$ cat config.mk
export PLATFORM = sky130hd
export DESIGN_NAME = sfc_top
export DESIGN_NICKNAME = d
export VERILOG_FILES = /design/src/rtl/sfc_pkg.sv /design/src/rtl/sfc_dsm.sv /design/src/rtl/sfc_top.sv
export VERILOG_INCLUDE_DIRS = /design/src /design/src/rtl
export SDC_FILE = /design/constraint.sdc
export NUM_CORES = 1
export LEC_CHECK = 0
export BUFFER_PORTS_ARGS = -buffer_cell sky130_fd_sc_hd__buf_2
export CELL_PAD_IN_SITES_DETAIL_PLACEMENT = 0
export CELL_PAD_IN_SITES_GLOBAL_PLACEMENT = 1
export CORE_ASPECT_RATIO = 0.9
export CORE_MARGIN = 3
export CORE_UTILIZATION = 40
export CTS_CLUSTER_SIZE = 40
export DETAILED_ROUTE_END_ITERATION = 10
export GPL_ROUTABILITY_DRIVEN = 0
export PLACE_DENSITY = 0.74
export SYNTH_ARGS = -nofsm -noshare
export SYNTH_HDL_FRONTEND = slang
export SYNTH_SLANG_ARGS = --single-unit
export TNS_END_PERCENT = 5
$ cat constraint.sdc
create_clock -name clk_in -period 16.4 [get_ports clk_in]
set_input_delay 1.64 -clock clk_in [delete_from_list [all_inputs] [get_ports clk_in]]
set_output_delay 1.64 -clock clk_in [all_outputs]
set_load 0.03 [all_outputs]
$ cat src/rtl/sfc_params.svh
// Constants for the synthesizer frequency control block: offsets, fields, resets, timing.
// Assumes a 40 MHz system clock and a 10 MHz modulator rate derived from it.
`ifndef SFC_PARAMS_SVH
`define SFC_PARAMS_SVH

`define SFC_ADDR_OFFSET_LOW 7'h73
`define SFC_ADDR_OFFSET_HIGH 7'h74
`define SFC_ADDR_BAND_INT 7'h75
`define SFC_ADDR_CARRIER_HIGH 7'h76
`define SFC_ADDR_CARRIER_LOW 7'h77
`define SFC_ADDR_HOP_CHANNEL 7'h79
`define SFC_ADDR_HOP_STEP 7'h7a

`define SFC_RST_OFFSET_LOW 8'h00
`define SFC_RST_OFFSET_HIGH 8'h00
`define SFC_RST_BAND_INT 8'h35
`define SFC_RST_CARRIER_HIGH 8'hbb
`define SFC_RST_CARRIER_LOW 8'h80
`define SFC_RST_HOP_CHANNEL 8'h00
`define SFC_RST_HOP_STEP 8'h00

`define SFC_BIT_SIDE_BAND 6
`define SFC_BIT_HIGH_BAND 5
`define SFC_INT_FIELD_MAX 5'h17
`define SFC_INT_BASE 7'h18
`define SFC_OFFSET_HIGH_MASK 8'h03
`define SFC_BAND_INT_MASK 8'h7f

`define SFC_FRAC_MOD 17'h0fa00
`define SFC_RX_SHIFT_LOW 24'h001770
`define SFC_RX_SHIFT_HIGH 24'h000bb8
`define SFC_HOP_SHIFT_LOW 6
`define SFC_HOP_SHIFT_HIGH 5

`define SFC_CLK_MHZ 40
`define SFC_REF_DIV 4
`define SFC_BIAS_US 50
`define SFC_CAL_US 50
`define SFC_SETTLE_US 100
`define SFC_TOTAL_US 200
`define SFC_BIAS_CYC (`SFC_BIAS_US * `SFC_CLK_MHZ)
`define SFC_CAL_CYC (`SFC_CAL_US * `SFC_CLK_MHZ)
`define SFC_SETTLE_CYC (`SFC_SETTLE_US * `SFC_CLK_MHZ)

`endif

$ cat src/rtl/sfc_pkg.sv
// Types shared by the synthesizer frequency control block.
// Assumes sfc_params.svh is included by the files that need the constants.
package sfc_pkg;
	// Gray codes along idle, bias, calibration, settle, receive
	typedef enum logic [2:0]
	{
		SFC_IDLE = 3'h0,
		SFC_BIAS = 3'h1,
		SFC_CAL = 3'h3,
		SFC_SETTLE = 3'h2,
		SFC_RX = 3'h6,
		SFC_TUNE = 3'h4
	} sfc_state_t;
endpackage

$ cat src/rtl/sfc_dsm.sv
// Third-order MASH delta-sigma modulator with modulo 64000 accumulators.
// Assumes the fraction and integer inputs come from flops and tick_in marks the 10 MHz rate.
`timescale 1ns/1ps
`include "sfc_params.svh"
module sfc_dsm
	import sfc_pkg::*;
(
	input wire logic clk_in,
	input wire logic reset_n_in,
	input wire logic tick_in,
	input wire logic [15:0] frac_in,
	input wire logic [6:0] int_in,
	output logic [7:0] divider_out
);
	logic [15:0] acc1_r;
	logic [15:0] acc2_r;
	logic [15:0] acc3_r;
	logic c2_d_r;
	logic c3_d_r;
	logic c3_dd_r;
	logic [16:0] s1;
	logic [16:0] s2;
	logic [16:0] s3;
	logic [3:0] y;

	// Modulo add; bit 16 of the result is the carry
	function automatic logic [16:0] sfc_mod_add(input logic [15:0] a, input logic [15:0] b);
		logic [16:0] sum;
		sum = {1'b0, a} + {1'b0, b};
		if (sum >= `SFC_FRAC_MOD)
			sfc_mod_add = {1'b1, 16'(sum - `SFC_FRAC_MOD)};
		else
			sfc_mod_add = {1'b0, sum[15:0]};
	endfunction

	always_comb
	begin
		s1 = sfc_mod_add(acc1_r, frac_in);
		s2 = sfc_mod_add(acc2_r, s1[15:0]);
		s3 = sfc_mod_add(acc3_r, s2[15:0]);
		// Noise shaping: c1 + (1-z)c2 + (1-z)^2 c3, range -3 to +4
		y = 4'(s1[16]) + 4'(s2[16]) - 4'(c2_d_r) + 4'(s3[16])
			- 4'({c3_d_r, 1'b0}) + 4'(c3_dd_r);
	end

	always_ff @(posedge clk_in or negedge reset_n_in)
	begin
		if (!reset_n_in)
		begin
			acc1_r <= 16'h0000;
			acc2_r <= 16'h0000;
			acc3_r <= 16'h0000;
			c2_d_r <= 1'b0;
			c3_d_r <= 1'b0;
			c3_dd_r <= 1'b0;
		end
		else if (tick_in)
		begin
			acc1_r <= s1[15:0];
			acc2_r <= s2[15:0];
			acc3_r <= s3[15:0];
			c2_d_r <= s2[16];
			c3_d_r <= s3[16];
			c3_dd_r <= c3_d_r;
		end
	end

	always_ff @(posedge clk_in or negedge reset_n_in)
	begin
		if (!reset_n_in)
			divider_out <= 8'h18;
		else if (tick_in)
			divider_out <= {1'b0, int_in} + {{4{y[3]}}, y};
	end
endmodule

$ cat src/rtl/sfc_top.sv
// Synthesizer frequency control: register file, frequency word, start-up sequencer.
// Assumes register accesses arrive already decoded from the serial interface, one per cycle.
//
// How it works
// - Calibrate the VCO on every frequency change and on every start from idle.
// - Time loop settling at 100 us; bias, calibration, settling fit in 200 us.
// - A skip input jumps over bias settling and calibration for faster turnaround.
// - Third-order modulator at 10 MHz with accumulators wrapping at 64000.
// - Carrier is 10 MHz times band factor times integer plus 24 plus fraction.
// - Integer divider field written above 23 is stored and read back as 23.
// - Band bit picks the divide-by-two outside the loop: 1 high, 0 low.
// - Fraction combines carrier word, offset word and deviation for in-loop modulation.
// - Receive lowers the synthesizer by 937.5 kHz for low-side injection.
// - Hop step times hop channel times 10 kHz is added to the nominal frequency.
// - Hop register write in receive returns to tune and retunes.
// - Manual offset word applies only with AFC off; AFC value replaces it.
// - Offset word is two's complement; host writes negatives as complements.
// - Each offset count moves the oscillator 156.25 Hz times band factor.
// - Host only sets the wanted mode; the sequencer performs every step.
// - Tune keeps the loop enabled and locked for fastest receive entry.
`timescale 1ns/1ps
`include "sfc_params.svh"
module sfc_top
	import sfc_pkg::*;
(
	input wire logic clk_in,
	input wire logic reset_n_in,
	input wire logic reg_wr_in,
	input wire logic reg_rd_in,
	input wire logic [6:0] reg_addr_in,
	input wire logic [7:0] reg_wdata_in,
	output logic [7:0] reg_rdata_out,
	input wire logic mode_tune_in,
	input wire logic mode_rx_in,
	input wire logic skip_cal_in,
	input wire logic afc_enable_in,
	input wire logic [9:0] afc_offset_in,
	input wire logic mod_enable_in,
	input wire logic mod_data_in,
	input wire logic [7:0] deviation_field_in,
	output logic pll_enable_out,
	output logic pll_locked_out,
	output logic vco_cal_out,
	output logic rx_enable_out,
	output logic rx_cleared_out,
	output logic band_high_out,
	output logic [15:0] frac_word_out,
	output logic [6:0] int_word_out,
	output logic [7:0] divider_out,
	output logic [2:0] state_out
);
	logic [7:0] offset_low_r;
	logic [7:0] offset_high_r;
	logic [7:0] band_int_r;
	logic [7:0] carrier_high_r;
	logic [7:0] carrier_low_r;
	logic [7:0] hop_channel_r;
	logic [7:0] hop_step_r;
	sfc_state_t state_r;
	sfc_state_t state_nxt;
	logic [11:0] timer_r;
	logic [11:0] timer_nxt;
	logic [23:0] tuned_word_r;
	logic hop_hold_r;
	logic [1:0] ref_cnt_r;
	logic ref_tick;
	logic hop_write;
	logic want_pll;
	logic want_rx;
	logic shift_on;
	logic seq_start;
	logic freq_changed;
	logic [4:0] integer_divider_field;
	logic [15:0] carrier_fraction_word;
	logic [9:0] offset_word;
	logic [15:0] hop_product;
	logic [23:0] hop_units;
	logic [23:0] offset_units;
	logic [23:0] shift_units;
	logic [23:0] dev_units;
	logic [23:0] static_word;
	logic [23:0] full_word;
	logic [22:0] split_word;

	// Integer part and modulo 64000 remainder of a word in fraction units
	function automatic logic [22:0] sfc_split(input logic [23:0] word);
		logic [23:0] rem;
		logic [6:0] quo;
		logic [23:0] den;
		rem = word;
		quo = 7'h00;
		for (int k = 6; k >= 0; k--)
		begin
			den = 24'(`SFC_FRAC_MOD) << k;
			if (rem >= den)
			begin
				rem = rem - den;
				quo[k] = 1'b1;
			end
		end
		sfc_split = {quo, rem[15:0]};
	endfunction

	// Stored value of the integer field, limited to the valid range
	function automatic logic [4:0] sfc_clamp_int(input logic [4:0] field);
		sfc_clamp_int = (field > `SFC_INT_FIELD_MAX) ? `SFC_INT_FIELD_MAX : field;
	endfunction

	assign hop_write = reg_wr_in && ((reg_addr_in == `SFC_ADDR_HOP_CHANNEL)
		|| (reg_addr_in == `SFC_ADDR_HOP_STEP));
	assign want_rx = mode_rx_in;
	assign want_pll = mode_rx_in || mode_tune_in;

	// Register file
	always_ff @(posedge clk_in or negedge reset_n_in)
	begin
		if (!reset_n_in)
		begin
			offset_low_r <= `SFC_RST_OFFSET_LOW;
			offset_high_r <= `SFC_RST_OFFSET_HIGH;
			band_int_r <= `SFC_RST_BAND_INT;
			carrier_high_r <= `SFC_RST_CARRIER_HIGH;
			carrier_low_r <= `SFC_RST_CARRIER_LOW;
			hop_channel_r <= `SFC_RST_HOP_CHANNEL;
			hop_step_r <= `SFC_RST_HOP_STEP;
		end
		else if (reg_wr_in)
		begin
			case (reg_addr_in)
				`SFC_ADDR_OFFSET_LOW: offset_low_r <= reg_wdata_in;
				`SFC_ADDR_OFFSET_HIGH: offset_high_r <= reg_wdata_in & `SFC_OFFSET_HIGH_MASK;
				`SFC_ADDR_BAND_INT:
					band_int_r <= {1'b0, reg_wdata_in[6:5], sfc_clamp_int(reg_wdata_in[4:0])};
				`SFC_ADDR_CARRIER_HIGH: carrier_high_r <= reg_wdata_in;
				`SFC_ADDR_CARRIER_LOW: carrier_low_r <= reg_wdata_in;
				`SFC_ADDR_HOP_CHANNEL: hop_channel_r <= reg_wdata_in;
				`SFC_ADDR_HOP_STEP: hop_step_r <= reg_wdata_in;
				default: ;
			endcase
		end
	end

	// Read data registered one cycle after the strobe; unmapped reads return zero
	always_ff @(posedge clk_in or negedge reset_n_in)
	begin
		if (!reset_n_in)
			reg_rdata_out <= 8'h00;
		else if (reg_rd_in)
		begin
			case (reg_addr_in)
				`SFC_ADDR_OFFSET_LOW: reg_rdata_out <= offset_low_r;
				`SFC_ADDR_OFFSET_HIGH: reg_rdata_out <= offset_high_r;
				`SFC_ADDR_BAND_INT: reg_rdata_out <= band_int_r & `SFC_BAND_INT_MASK;
				`SFC_ADDR_CARRIER_HIGH: reg_rdata_out <= carrier_high_r;
				`SFC_ADDR_CARRIER_LOW: reg_rdata_out <= carrier_low_r;
				`SFC_ADDR_HOP_CHANNEL: reg_rdata_out <= hop_channel_r;
				`SFC_ADDR_HOP_STEP: reg_rdata_out <= hop_step_r;
				default: reg_rdata_out <= 8'h00;
			endcase
		end
	end

	// Frequency word in units of 156.25 Hz times band factor
	always_comb
	begin
		integer_divider_field = band_int_r[4:0];
		carrier_fraction_word = {carrier_high_r, carrier_low_r};
		// Manual offset and AFC feed one offset word, so AFC overrides
		offset_word = afc_enable_in ? afc_offset_in : {offset_high_r[1:0], offset_low_r};
		// One offset count is exactly one fraction unit in either band
		offset_units = {{14{offset_word[9]}}, offset_word};
		hop_product = hop_step_r * hop_channel_r;
		// 10 kHz is 64 units in low band and 32 units in high band
		if (band_int_r[`SFC_BIT_HIGH_BAND])
			hop_units = {8'h00, hop_product} << `SFC_HOP_SHIFT_HIGH;
		else
			hop_units = {8'h00, hop_product} << `SFC_HOP_SHIFT_LOW;
		shift_units = 24'h000000;
		if (shift_on)
			shift_units = band_int_r[`SFC_BIT_HIGH_BAND] ? `SFC_RX_SHIFT_HIGH
				: `SFC_RX_SHIFT_LOW;
		// Modulation moves the fraction only, never the tuned word
		dev_units = 24'h000000;
		if (mod_enable_in)
			dev_units = mod_data_in ? {16'h0000, deviation_field_in}
				: 24'(-{16'h0000, deviation_field_in});
		static_word = 24'({1'b0, integer_divider_field} + `SFC_INT_BASE) * 24'(`SFC_FRAC_MOD)
			+ {8'h00, carrier_fraction_word} + offset_units + hop_units;
		full_word = static_word - shift_units + dev_units;
		split_word = sfc_split(full_word);
	end

	// Shift is applied while settling toward receive and during receive
	assign shift_on = want_rx && !hop_hold_r && ((state_r == SFC_SETTLE) || (state_r == SFC_RX));
	assign freq_changed = (static_word != tuned_word_r);

	// Sequencer
	always_comb
	begin
		state_nxt = state_r;
		seq_start = 1'b0;
		case (state_r)
			SFC_IDLE:
				if (want_pll)
				begin
					seq_start = 1'b1;
					state_nxt = skip_cal_in ? SFC_SETTLE : SFC_BIAS;
				end
			SFC_BIAS, SFC_CAL, SFC_SETTLE:
				if (!want_pll)
					state_nxt = SFC_IDLE;
				else if (freq_changed)
				begin
					seq_start = 1'b1;
					state_nxt = skip_cal_in ? SFC_SETTLE : SFC_BIAS;
				end
				else if (timer_r == 12'h000)
				begin
					if (state_r == SFC_BIAS)
						state_nxt = SFC_CAL;
					else if (state_r == SFC_CAL)
						state_nxt = SFC_SETTLE;
					else
						state_nxt = (want_rx && !hop_hold_r) ? SFC_RX : SFC_TUNE;
				end
			SFC_TUNE, SFC_RX:
				if (!want_pll)
					state_nxt = SFC_IDLE;
				else if (freq_changed)
				begin
					seq_start = 1'b1;
					state_nxt = skip_cal_in ? SFC_SETTLE : SFC_BIAS;
				end
				else if (state_r == SFC_RX && (hop_write || !want_rx))
					state_nxt = SFC_TUNE;
				else if (state_r == SFC_TUNE && want_rx && !hop_hold_r)
					state_nxt = SFC_SETTLE;
			default: state_nxt = SFC_IDLE;
		endcase
	end

	// Phase timer loaded on each phase entry with its length less one
	always_comb
	begin
		timer_nxt = (timer_r != 12'h000) ? timer_r - 12'h001 : 12'h000;
		if (state_nxt != state_r || seq_start)
		begin
			case (state_nxt)
				SFC_BIAS: timer_nxt = 12'(`SFC_BIAS_CYC - 1);
				SFC_CAL: timer_nxt = 12'(`SFC_CAL_CYC - 1);
				SFC_SETTLE: timer_nxt = 12'(`SFC_SETTLE_CYC - 1);
				default: timer_nxt = 12'h000;
			endcase
		end
	end

	always_ff @(posedge clk_in or negedge reset_n_in)
	begin
		if (!reset_n_in)
		begin
			state_r <= SFC_IDLE;
			timer_r <= 12'h000;
		end
		else
		begin
			state_r <= state_nxt;
			timer_r <= timer_nxt;
		end
	end

	// Word the loop was last calibrated for
	always_ff @(posedge clk_in or negedge reset_n_in)
	begin
		if (!reset_n_in)
			tuned_word_r <= 24'h000000;
		else if (seq_start)
			tuned_word_r <= static_word;
	end

	// Hop write in receive holds tune until the host drops its receive request;
	// a hop write made in receive wins over the release in the same cycle
	always_ff @(posedge clk_in or negedge reset_n_in)
	begin
		if (!reset_n_in)
			hop_hold_r <= 1'b0;
		else if (hop_write && state_r == SFC_RX)
			hop_hold_r <= 1'b1;
		else if (!want_rx)
			hop_hold_r <= 1'b0;
	end

	always_ff @(posedge clk_in or negedge reset_n_in)
	begin
		if (!reset_n_in)
			rx_cleared_out <= 1'b0;
		else
			rx_cleared_out <= hop_write && (state_r == SFC_RX);
	end

	// Modulator rate: one tick in four system clocks
	always_ff @(posedge clk_in or negedge reset_n_in)
	begin
		if (!reset_n_in)
			ref_cnt_r <= 2'h0;
		else
			ref_cnt_r <= ref_cnt_r + 2'h1;
	end
	assign ref_tick = (ref_cnt_r == 2'(`SFC_REF_DIV - 1));

	// Registered synthesizer controls
	always_ff @(posedge clk_in or negedge reset_n_in)
	begin
		if (!reset_n_in)
		begin
			int_word_out <= 7'h00;
			frac_word_out <= 16'h0000;
			band_high_out <= 1'b0;
			pll_enable_out <= 1'b0;
			pll_locked_out <= 1'b0;
			vco_cal_out <= 1'b0;
			rx_enable_out <= 1'b0;
		end
		else
		begin
			int_word_out <= split_word[22:16];
			frac_word_out <= split_word[15:0];
			band_high_out <= band_int_r[`SFC_BIT_HIGH_BAND];
			pll_enable_out <= (state_nxt != SFC_IDLE);
			pll_locked_out <= (state_nxt == SFC_TUNE) || (state_nxt == SFC_RX);
			vco_cal_out <= (state_nxt == SFC_CAL);
			rx_enable_out <= (state_nxt == SFC_RX);
		end
	end

	assign state_out = state_r;

	sfc_dsm u_dsm
	(
		.clk_in(clk_in),
		.reset_n_in(reset_n_in),
		.tick_in(ref_tick),
		.frac_in(frac_word_out),
		.int_in(int_word_out),
		.divider_out(divider_out)
	);
endmodule
# After elaboration in Yosys (flattened, before gate mapping)
# Index checks and enable logic that the tools add are counted.
# word_totals
regBits	187
latch_bits	0
ramBits	0
romBits	0
elab_cells	167
memories	0
# classes
addsub	28
n_mul	2
div_mod_pow	0
magnitude_cmp	11
n_eq_ne	21
shifts	0
muxes	47
bitwise	0
reduce_logical	30
# op_table
cell	n
$mux 24	8
$sub 16x16->16 const B	4
$pmux 8 s7	1
$add 16x16->17	3
$ge 17x16->1 const B	3
$mux 17	3
$eq 7x7->1 const B	7
$add 24x24->24	2
$mux 3	10
$mux 13	2
$add 23x24->24	1
$ge 24x16->1 const B	1
$ge 24x17->1 const B	1
$ge 24x18->1 const B	1
$ge 24x19->1 const B	1
$ge 24x20->1 const B	1
$ge 24x21->1 const B	1
$ge 24x22->1 const B	1
$mux 12	2
$ne 24x24->1	1
$neg 8->24	1
$pmux 12 s2	1
$sub 24x17->24 const B	1
$sub 24x18->24 const B	1
other kinds (42)	81

# Logic depth before layout (Yosys ltp)
# Gate-level depths: netlist (run 1).
# depth
depth_word	21
ltp_mapped	71
depth_no_buf	64

# Cells and area by module
# Synthesis (run 1) repeated with hierarchy kept, for this count alone.
# hier_totals
hier_cells	2396
hier_area_um2	21209.1
# by_module_without_submodules
module	instances	cells_per_inst	area_per_inst_um2	seq_area_each_um2
sfc_top	1	1740	15299.7	3216.8
sfc_dsm	1	656	5909.4	1478.9

# Worst setup path before layout (run 1)
# No wires, ideal clock.
# synth_path
path_type	input to register
start	input afc_enable_in
end	register frac_word_out[15]
setup_time_ps	126
t_arrival_ps	14439
path_slack_ps	1835
cell_stages	55
path_cell_list	clkbuf_1 mux2i_1 fa_1 inv_1 fa_1 ha_1 o21ai_0 a21boi_0 o21ai_0 a21boi_0 o21ai_0 a21boi_0 o21ai_0 a21boi_0 o21ai_0 a21boi_0 o21ai_0 and2_1 (+19 left out) buf_2 o211a_1 buf_4 clkbuf_1 xnor2_1 ha_1 inv_1 o2111ai_1 a211oi_1 o211ai_1 o311a_1 or4b_4 a31o_4 o31ai_2 a22oi_2 nor3_4 o22ai_1 a221o_1
# synth_between
elab_chain_cells	19
# synth_lines
item	line_no	source
start: declaration	sfc_top.sv:36	input wire logic afc_enable_in,
$mux 10 (*)	sfc_top.sv:169	offset_word = afc_enable_in ? afc_offset_in : {offset_high_r[1:0], offset_low_r};
$add 23x24->24 (*)	sfc_top.sv:187	static_word = 24'({1'b0, integer_divider_field} + `SFC_INT_BASE) * 24'(`SFC_FRAC_MOD)
$add 24x24->24 (*)	sfc_top.sv:187	
$sub 24x24->24 (*)	sfc_top.sv:189	full_word = static_word - shift_units + dev_units;
$add 24x24->24 (*)	sfc_top.sv:189	
$sub 24x22->24 or $ge 24x22->1 (tied branches)	sfc_top.sv:97, sfc_top.sv:95	
$mux 24 (*)	sfc_top.sv:95	if (rem >= den)
$sub 24x21->24 or $ge 24x21->1 (tied branches)	sfc_top.sv:97, sfc_top.sv:95	
(+4 left out)	--	
$mux 24 (*)	sfc_top.sv:95	
$sub 24x18->24 or $ge 24x18->1 (tied branches)	sfc_top.sv:97, sfc_top.sv:95	
$mux 24 (*)	sfc_top.sv:95	
$sub 24x17->24 or $ge 24x17->1 (tied branches)	sfc_top.sv:97, sfc_top.sv:95	
$mux 24 (*)	sfc_top.sv:95	
$ge 24x16->1 or $sub 16x16->16 (tied branches)	sfc_top.sv:95, sfc_top.sv:97	
$mux 16 (*)	sfc_top.sv:95	
net split_word[15]	sfc_top.sv:83	logic [22:0] split_word;
end signal: assignment	sfc_top.sv:326	frac_word_out <= split_word[15:0];
end: declaration	sfc_top.sv:47	output logic [15:0] frac_word_out,
# The timed path passes the listed nets; every way through them passes the cells marked *.
# A chain may end at the register's enable or synchronous reset.

# Final worst setup path (run 1)
# layout_path
start	register hop_step_r[1]
end	register frac_word_out[15]
# layout_between
elab_chain_cells	19
# layout_lines
item	line_no	source
start: declaration	sfc_top.sv:58	logic [7:0] hop_step_r;
start signal: assignment	sfc_top.sv:125	hop_step_r <= `SFC_RST_HOP_STEP;
start signal: assignment	sfc_top.sv:137	`SFC_ADDR_HOP_STEP: hop_step_r <= reg_wdata_in;
$mul 8x8->16 (*)	sfc_top.sv:172	hop_product = hop_step_r * hop_channel_r;
$mux 22 (*)	sfc_top.sv:174	if (band_int_r[`SFC_BIT_HIGH_BAND])
$add 24x24->24 (*)	sfc_top.sv:187	
$sub 24x24->24 (*)	sfc_top.sv:189	
$add 24x24->24 (*)	sfc_top.sv:189	
$sub 24x22->24 or $ge 24x22->1 (tied branches)	sfc_top.sv:97, sfc_top.sv:95	
$mux 24 (*)	sfc_top.sv:95	
$sub 24x21->24 or $ge 24x21->1 (tied branches)	sfc_top.sv:97, sfc_top.sv:95	
(+4 left out)	--	
$mux 24 (*)	sfc_top.sv:95	
$sub 24x18->24 or $ge 24x18->1 (tied branches)	sfc_top.sv:97, sfc_top.sv:95	
$mux 24 (*)	sfc_top.sv:95	
$sub 24x17->24 or $ge 24x17->1 (tied branches)	sfc_top.sv:97, sfc_top.sv:95	
$mux 24 (*)	sfc_top.sv:95	
$ge 24x16->1 or $sub 16x16->16 (tied branches)	sfc_top.sv:95, sfc_top.sv:97	
$mux 16 (*)	sfc_top.sv:95	
net split_word[15]	sfc_top.sv:83	
# Marked as above.

==> results_dict.tcl, run 1 <==
set metrics [dict create \
    clock_sinks 187 \
    setup_viol_count_final 0 \
    status "completed" \
    hp-start "ref_cnt_r[0]$_DFF_PN0_" \
    rows 78 \
    antenna_found_initial 3 \
    wl_um 54200 \
    max_freq_ghz 0.0644 \
    arrival_ns 15.87 \
    drive_gt1_share_pct 14.9 \
    maxCapViolations 0 \
    syn_avg_cell_area_um2 8.83 \
    maxSlewHeadroom_pct 26.6 \
    crit_required_ns 16.75 \
    cpMaxStageDelayCell "fa_1" \
    num_vias 17000 \
    worstHoldPathType "flip-flop to flip-flop" \
    dr.pass1.iters 6 \
    drt_iter0_drc 1296 \
    clk_latency_ns 0.46 \
    yosysSeqAreaShare_pct 22.8 \
    die_w_um 245 \
    cts_buffer_depth 2 \
    syn2layout_area_growth_pct 9.78 \
    tightest_slew_ns 1.07 \
    track_usage_pct 20.2 \
    cts_tree "done" \
    syn-cell-area_mm2 0.0206 \
    tns_ns 0 \
    min_path_cells 1 \
    yosysUniqueCellTypes 106 \
    die_area_mm2 0.0542 \
    synth.area.top_cells "dfrtp_1, ha_1, fa_1" \
    crit_type "flip-flop to flip-flop" \
    grt_max_degree 117 \
    skew_ns 0.0119 \
    io-pin-count 91 \
    synthTopCellsByCount "inv_1, ha_1, dfrtp_1" \
    fillers 4890 \
    max_stage_delay_ns 0.56 \
    htree_levels 4 \
    coreArea_mm2 0.0507 \
    yosysMostFrequentCell "inv_1" \
    synth_top_flop_cell "dfrtp_1" \
    routedWlPerCell_um 17.5 \
    port_buffers 90 \
    syn_nets 2665 \
    via_per_inst 5.51 \
    clk_pin_slew_worst_paths_ns 0.08 \
    dpl.hpwl_um 42800 \
    cp-end-kind "flip-flop" \
    fin_crit_sh_pct 94.7 \
    numCtsBuffers 17 \
    critical_path.max_fanout 17 \
    worstRegToRegCells 61 \
    grt_pass1_wl_um 89900 \
    grt-ovfl-total 0 \
    synth_edf_count 0 \
    netlist_instances 2329 \
    synth_top_area_share_pct 21.2 \
    route.detailed.drc 0 \
    synth-async-reset-ratio_pct 100 \
    cp_common_cell "inv_1" \
    initial_core_util_pct 40.6 \
    r2r_start "hop_step_r[1]$_DFFE_PN0P_" \
    die_h_um 221 \
    final_nets 2729 \
    slew_violations 0 \
    cts_root_buf "clkbuf_16" \
    ys_seq_elements 187 \
    start_kind "flip-flop" \
    yosysTopAreaCell "dfrtp_1" \
    hold_viol 0 \
    yosys_warnings 0 \
    ant_nets 0 \
    fin_crit_ns 15.53 \
    worstSetupStartpoint "hop_step_r[1]$_DFFE_PN0P_" \
    fin_util_pct 44.6 \
    grt_pass1_vias 16800 \
]
==> kinds of logic after synthesis <==
group / count (synthesis) / share of synthesized area (%)
AO/OA/AOI/OAI: 557 / 18.7
adder cells (fa/ha/maj): 293 / 21.0
AND/OR/NAND/NOR: 614 / 15.1
buffers and inverters: 349 / 6.74
multiplexers: 145 / 7.73
flip-flops: 187 / 22.8
XOR/XNOR: 184 / 7.94
==> registers in the layout, summed over array words and instances, names as in the netlist, 2 cells and up <==
name and cells:
state_out 3, offset_low_r 8, band_int_r 7, tuned_word_r 24, offset_high_r 2, carrier_high_r 8, u_dsm.divider_out 8, u_dsm.acc3_r 16
hop_step_r 8, u_dsm.acc2_r 16, int_word_out 7, ref_cnt_r 2, reg_rdata_out 8, hop_channel_r 8, carrier_low_r 8, timer_r 12
frac_word_out 16, u_dsm.acc1_r 16
==> worst max-delay path: cells and delay by family, from the launching register on <==
kind	cells	cell delay, ns
XOR/XNOR	3	0.65
adder cells (fa/ha/maj)	12	4.90
multiplexers	1	0.12
AO/OA/AOI/OAI	23	5.17
flip-flops	1	0.50
AND/OR/NAND/NOR	13	3.24
buffers and inverters	9	0.75
==> metal layers <==
metal | up-vias | wire length (um) | track usage, % | part of all wire (%)
met3 | 60 | 2540 | 3.28 | 4.7
met5 | - | 12 | 0 | 0.022
met2 | 389 | 23000 | 29.9 | 43
li1 | 8291 | - | - | -
met1 | 8265 | 27700 | 30.6 | 51
met4 | 2 | 871 | 5.10 | 1.6
==> final cells by class <==
type | instances | area (um2) | share of cell area (%)
multi-input combinational | 1794 | 14700 | 65.2
sequential | 187 | 4700 | 20.8
inverter | 273 | 1030 | 4.55
tap | 680 | 851 | 3.77
timing repair buffer | 120 | 697 | 3.09
clock buffer | 19 | 443 | 1.96
clock inverter | 13 | 133 | 0.587
antenna | 2 | 5.00 | 0.0222
==> final timing paths <==
| check | endpoint | slack, ns |
|---|---|---|
| max | frac_word_out[15]$_DFF_PN0_ | 0.87 |
| min | ref_cnt_r[0]$_DFF_PN0_ | 0.44 |
| max reg2reg | frac_word_out[15]$_DFF_PN0_ | 0.87 |
| min reg2reg | ref_cnt_r[0]$_DFF_PN0_ | 0.44 |
| max in group asynchronous | u_dsm.acc1_r[4]$_DFFE_PN0N_ | 13.62 |
| min in group asynchronous | u_dsm.acc3_r[3]$_DFFE_PN0N_ | 1.28 |
==> stage by stage <==
step,cells,hold WS [ns],area (um2),setup slack [ns]
2_1_floorplan,2329,0.401,20600,1.84
3_3_place_gp,3039,0.416,21600,0.140
3_5_place_dp,3039,0.427,21600,-0.107
4_1_cts,3073,0.436,22200,0.00156
5_1_grt,3087,0.440,22600,-0.0618
6_report,3088,0.439,22600,0.874
==> cell usage in the layout (no fill, tap or decap), types with 53 or more instances in the layout <==
cell type | synthesis | layout
xor2_1 | 62 | 62
xnor2_1 | 120 | 118
o21bai_1 | 53 | 53
nor2_1 | 139 | 137
dfrtp_1 | 174 | 174
ha_1 | 206 | 204
buf_2 | 17 | 89
mux2_2 | 100 | 100
a21oi_1 | 152 | 150
o21ai_0 | 90 | 90
and2_1 | 72 | 71
inv_1 | 268 | 268
fa_1 | 87 | 87
nand2_1 | 170 | 170
==> what timing repair did <==
action	in CTS	in global routing
buffers inserted	2	12
pin swaps	1	11
gates cloned	0	1
setup endpoints to repair	4	9
hold endpoints to repair	0	0
hold buffers	0	0
gates resized for setup	1	39
Power of run 1 is left out: the tool's default activity adds up to more than one toggle a clock period on the data nets, which glitch-free logic cannot reach.
==> run 2: changes to the inputs <==
--- a/config.mk
+++ b/config.mk
@@ -9,7 +9,6 @@
 export BUFFER_PORTS_ARGS = -buffer_cell sky130_fd_sc_hd__buf_2
 export CELL_PAD_IN_SITES_DETAIL_PLACEMENT = 0
 export CELL_PAD_IN_SITES_GLOBAL_PLACEMENT = 1
-export CORE_ASPECT_RATIO = 0.9
 export CORE_MARGIN = 3
 export CORE_UTILIZATION = 40
 export CTS_CLUSTER_SIZE = 40
==> results_dict.tcl, run 2 (synthesis results as in run 1) <==
set metrics [dict create \
    status "completed" \
    route.detailed.drc 0 \
    coreArea_mm2 0.0505 \
    hp-start "ref_cnt_r[0]$_DFF_PN0_" \
    max_freq_ghz 0.0645 \
    ant_nets 0 \
    die_area_mm2 0.0542 \
    cp-end-kind "flip-flop" \
    tightest_slew_ns 0.980 \
    clk_pin_slew_worst_paths_ns 0.08 \
    io-pin-count 91 \
    slew_violations 0 \
    min_to "ref_cnt_r[0]$_DFF_PN0_" \
    rows 82 \
    cpMaxStageDelayCell "fa_1" \
    final_nets 2730 \
    largest_register "tuned_word_r" \
    num_vias 17200 \
    design_area_mm2 0.0226 \
    max_stage_delay_ns 0.55 \
    cts_buffer_depth 2 \
    htree_levels 4 \
    routedWlPerCell_um 17.8 \
    setup_viol_count_final 0 \
    clock_sinks 187 \
    die_w_um 233 \
    port_buffers 90 \
    timing.reg2reg.setup_slack_ns 0.90 \
    antenna_cells 0 \
    largest_reg_flops 24 \
    cts_root_buf "clkbuf_16" \
    crit_required_ns 16.74 \
    final_cell_mix "inv_1, ha_1, nand2_1, dfrtp_1, a21oi_1" \
    die_h_um 233 \
    fin_crit_sh_pct 94.5 \
    arrival_ns 15.84 \
    placed_cell_area_mm2 0.0216 \
    track_usage_pct 20.4 \
    fin_crit_ns 15.50 \
    hold_viol 0 \
    r2r_start "hop_step_r[0]$_DFFE_PN0P_" \
    hold_buffers 0 \
    dpl.hpwl_um 43200 \
    skew_ns 0.0170 \
    fillers 4959 \
    start_kind "flip-flop" \
    maxSlewHeadroom_pct 34.7 \
    grt_pass1_vias 17100 \
    via_per_inst 5.57 \
    wl_um 54700 \
    dr.pass1.iters 6 \
    drive_gt1_share_pct 15.0 \
    drt_iter0_drc 1175 \
    critical_path.max_fanout 17 \
    maxCapViolations 0 \
    grt-ovfl-total 0 \
    timing.rr.end "frac_word_out[15]$_DFF_PN0_" \
    grt_max_degree 70 \
    final_common_cell "inv_1" \
    numCtsBuffers 17 \
    multi_input_area_mm2 0.0147 \
    antenna_found_initial 1 \
    syn2layout_area_growth_pct 9.73 \
    cp_common_cell "fa_1" \
    cts_tree "done" \
    min_path_cells 1 \
    grt_pass1_wl_um 90200 \
    clk_latency_ns 0.46 \
    seq_area_mm2 0.00470 \
    worstHoldPathType "flip-flop to flip-flop" \
    initial_core_util_pct 40.7 \
    crit_type "flip-flop to flip-flop" \
    worstRegToRegCells 54 \
]
[run 2: cell types whose count changed in the layout (fill, tap and decap cells not counted), moves of 2 or more]
cell | previous run | this run
dfrtp_1 | 174 | 170
dfrtp_2 | 0 | 4
nor2_2 | 4 | 1
a221oi_1 | 3 | 5
a221oi_2 | 2 | 0
buf_4 | 29 | 31
diode_2 | 2 | 0
nor2_4 | 1 | 3
[run 2: worst max-delay path: cells and delay by family, from the launching register on]
| kind | cells | cell delay [ns] |
|---|---|---|
| AO/OA/AOI/OAI | 24 | 6.31 |
| AND/OR/NAND/NOR | 9 | 2.50 |
| adder cells (fa/ha/maj) | 10 | 4.50 |
| multiplexers | 2 | 0.58 |
| flip-flops | 1 | 0.52 |
| buffers and inverters | 7 | 0.58 |
| XOR/XNOR | 2 | 0.39 |
[run 2: through the flow]
| step | std cells | TNS, ns | hold slack, ns | setup slack (ns) | utilization (%) |
|---|---|---|---|---|---|
| 6_report | 3079 | 0 | 0.429 | 0.903 | 44.7 |
| 5_1_grt | 3079 | -0.0348 | 0.445 | -0.0348 | 44.7 |
| 4_1_cts | 3066 | 0 | 0.433 | 0.0333 | 44.1 |
| 3_5_place_dp | 3032 | -0.294 | 0.422 | -0.215 | 42.9 |
| 3_3_place_gp | 3032 | 0 | 0.416 | 0.283 | 42.9 |
| 2_1_floorplan | 2329 | 0 | 0.401 | 1.84 | - |
[run 2: area by class of cell]
| type | count | share of cell area, % |
|---|---|---|
| flip-flops and latches | 187 | 20.8 |
| well taps | 672 | 3.73 |
| clock inverters | 14 | 0.710 |
| multi-input cells | 1794 | 65.2 |
| repair buffers | 121 | 3.07 |
| clock buffers | 18 | 1.90 |
| inverters | 273 | 4.55 |
[run 2: worst max-delay path by stage]
stage | from | end | depth (start not counted)
2_1_floorplan | afc_enable_in | frac_word_out[15]$_DFF_PN0_ | 55
3_3_place_gp | hop_channel_r[4]$_DFFE_PN0P_ | frac_word_out[15]$_DFF_PN0_ | 60
4_1_cts | hop_channel_r[4]$_DFFE_PN0P_ | frac_word_out[15]$_DFF_PN0_ | 57
5_1_grt | hop_channel_r[4]$_DFFE_PN0P_ | frac_word_out[15]$_DFF_PN0_ | 54
6_report | hop_step_r[0]$_DFFE_PN0P_ | frac_word_out[15]$_DFF_PN0_ | 54
3_5_place_dp | hop_channel_r[4]$_DFFE_PN0P_ | frac_word_out[15]$_DFF_PN0_ | 60
[run 2: per-layer routing]
metal,vias to the layer above,track usage (%),share of wire (%)
met2,374,32.6,46
li1,8302,-,-
met5,-,0,0.024
met4,2,4.81,1.6
met1,8426,29.4,49
met3,55,2.38,4.0
[run 2: repair_timing]
item / CTS / global route
endpoints found under the setup margin: 6 / 9
setup buffers: 2 / 12
gates cloned: 0 / 1
pin swaps: 1 / 10
resized for setup: 2 / 40
Power of run 2 is left out for the same reason.
==> run 3: changes to the inputs <==
--- a/config.mk
+++ b/config.mk
@@ -14,7 +14,7 @@
 export CTS_CLUSTER_SIZE = 40
 export DETAILED_ROUTE_END_ITERATION = 10
 export GPL_ROUTABILITY_DRIVEN = 0
-export PLACE_DENSITY = 0.74
+export PLACE_DENSITY = 0.77
 export SYNTH_ARGS = -nofsm -noshare
 export SYNTH_HDL_FRONTEND = slang
 export SYNTH_SLANG_ARGS = --single-unit
==> constraint.sdc (replaced) <==
create_clock -name clk_in -period 12.6 [get_ports clk_in]
set_input_delay 1.26 -clock clk_in [delete_from_list [all_inputs] [get_ports clk_in]]
set_output_delay 1.26 -clock clk_in [all_outputs]
set_load 0.03 [all_outputs]
==> results_dict.tcl, run 3 (synthesis results as in run 1) <==
set metrics [dict create \
    place_ws_ns -0.922 \
    clk_pin_slew_worst_paths_ns 0.08 \
    crit_type "flip-flop to flip-flop" \
    numCtsBuffers 17 \
    num_vias 18600 \
    skew_ns 0.0172 \
    hold_buffers 0 \
    via_per_inst 5.37 \
    clock_sinks 187 \
    antenna_found_initial 3 \
    io-pin-count 91 \
    largest_register "tuned_word_r" \
    grt_max_degree 116 \
    largest_reg_flops 24 \
    syn2layout_area_growth_pct 25.6 \
    fillers 4747 \
    route.detailed.drc 0 \
    port_buffers 90 \
    htree_levels 4 \
    critical_path.max_fanout 8 \
    slew_violations 0 \
    worst_path_dominant_cell_family "adder cells" \
    fin_crit_sh_pct 106 \
    final_cell_mix "buf_4, inv_1, ha_1" \
    cp_common_cell "buf_4" \
    grt_pass1_vias 19000 \
    status "finished, violations left" \
    crit_required_ns 12.92 \
    postLayoutSetupSlackWorst_ns -0.779 \
    dr.pass1.iters 7 \
    wl_um 57800 \
    cts_tree "done" \
    coreArea_mm2 0.0505 \
    arrival_ns 13.70 \
    maxCapViolations 0 \
    die_w_um 233 \
    fin_crit_ns 13.38 \
    cts_buffer_depth 2 \
    final_common_cell "buf_4" \
    clk_latency_ns 0.46 \
    max_stage_delay_ns 0.55 \
    initial_core_util_pct 40.7 \
    rsz0062_at_grt "yes" \
    start_kind "flip-flop" \
    setup_viol_count_final 9 \
    cts_root_buf "clkbuf_16" \
    drt_iter0_drc 1321 \
    whs_ns 0.443 \
    maxSlewHeadroom_pct 24.3 \
    grt-ovfl-total 0 \
    critPathBufInv 14 \
    die_h_um 233 \
    dpl.hpwl_um 46300 \
    tightest_slew_ns 1.13 \
    seq_area_mm2 0.00471 \
    multi_input_area_mm2 0.0151 \
    violations "negative setup slack" \
    grt_pass1_wl_um 96700 \
    drive_gt1_share_pct 29.1 \
    max_freq_ghz 0.0747 \
    routedWlPerCell_um 16.7 \
    rows 82 \
    track_usage_pct 21.8 \
    tns_ns -6.17 \
    worstHoldPathType "flip-flop to flip-flop" \
    cp-end-kind "flip-flop" \
    cpMaxStageDelayCell "fa_1" \
    die_area_mm2 0.0542 \
    final_nets 3114 \
    hold_viol 0 \
    ant_nets 0 \
]
==> run 3: cell count changes in the layout (fill, tap and decap cells not counted), sizes merged <==
| cell | previous run | this run |
|---|---|---|
| buf | 120 | 504 |
| clkbuf | 19 | 20 |
| inv | 278 | 277 |
| nand3 | 41 | 42 |
| diode | 0 | 1 |
| nor4 | 20 | 19 |
| clkinvlp | 3 | 5 |
| bufinv | 2 | 0 |
==> run 3: final timing paths <==
check,startpoint,end,slack (ns),cells past startpoint
max,hop_channel_r[2]$_DFFE_PN0P_,frac_word_out[9]$_DFF_PN0_,-0.78,60
min,ref_cnt_r[0]$_DFF_PN0_,ref_cnt_r[0]$_DFF_PN0_,0.44,1
max reg2reg,hop_channel_r[2]$_DFFE_PN0P_,frac_word_out[9]$_DFF_PN0_,-0.78,60
min reg2reg,ref_cnt_r[0]$_DFF_PN0_,ref_cnt_r[0]$_DFF_PN0_,0.44,1
max in group asynchronous,reset_n_in,hop_channel_r[5]$_DFFE_PN0P_,10.02,2
min in group asynchronous,reset_n_in,u_dsm.acc3_r[1]$_DFFE_PN0N_,0.94,1
==> run 3: through the flow <==
stage	cell area [um2]	utilization, %	cells
2_1_floorplan	21000	-	2329
6_report	25800	51.2	3464
4_1_cts	25700	50.8	3460
3_5_place_dp	24900	49.4	3422
3_3_place_gp	24900	49.4	3422
5_1_grt	25800	51.2	3463
==> run 3: cell type report <==
class	instances	share of cell area [%]
Antenna cell	1	0.00969
Clock buffer	19	1.71
Clock inverter	13	0.426
Inverter	273	3.98
Multi-Input combinational cell	1794	58.4
Sequential cell	187	18.2
Tap cell	672	3.26
Timing Repair Buffer	505	14.0
==> run 3: routing by layer <==
layer / track usage (%) / vias to the layer above / part of all wire (%)
met1: 30.6 / 9050 / 48
met4: 6.02 / 6 / 1.9
met3: 3.51 / 83 / 5.1
met2: 34.6 / 390 / 45
met5: 0 / - / 0.067
li1: - / 9058 / -
==> run 3: timing repair <==
| action | 4_1_cts | 5_1_grt |
|---|---|---|
| pin swaps | 14 | 18 |
| setup endpoints to repair | 9 | 9 |
| buffers inserted | 5 | 3 |
| cloned | 1 | 0 |
| gates resized for setup | 32 | 39 |
Power of run 3 is left out for the same reason.
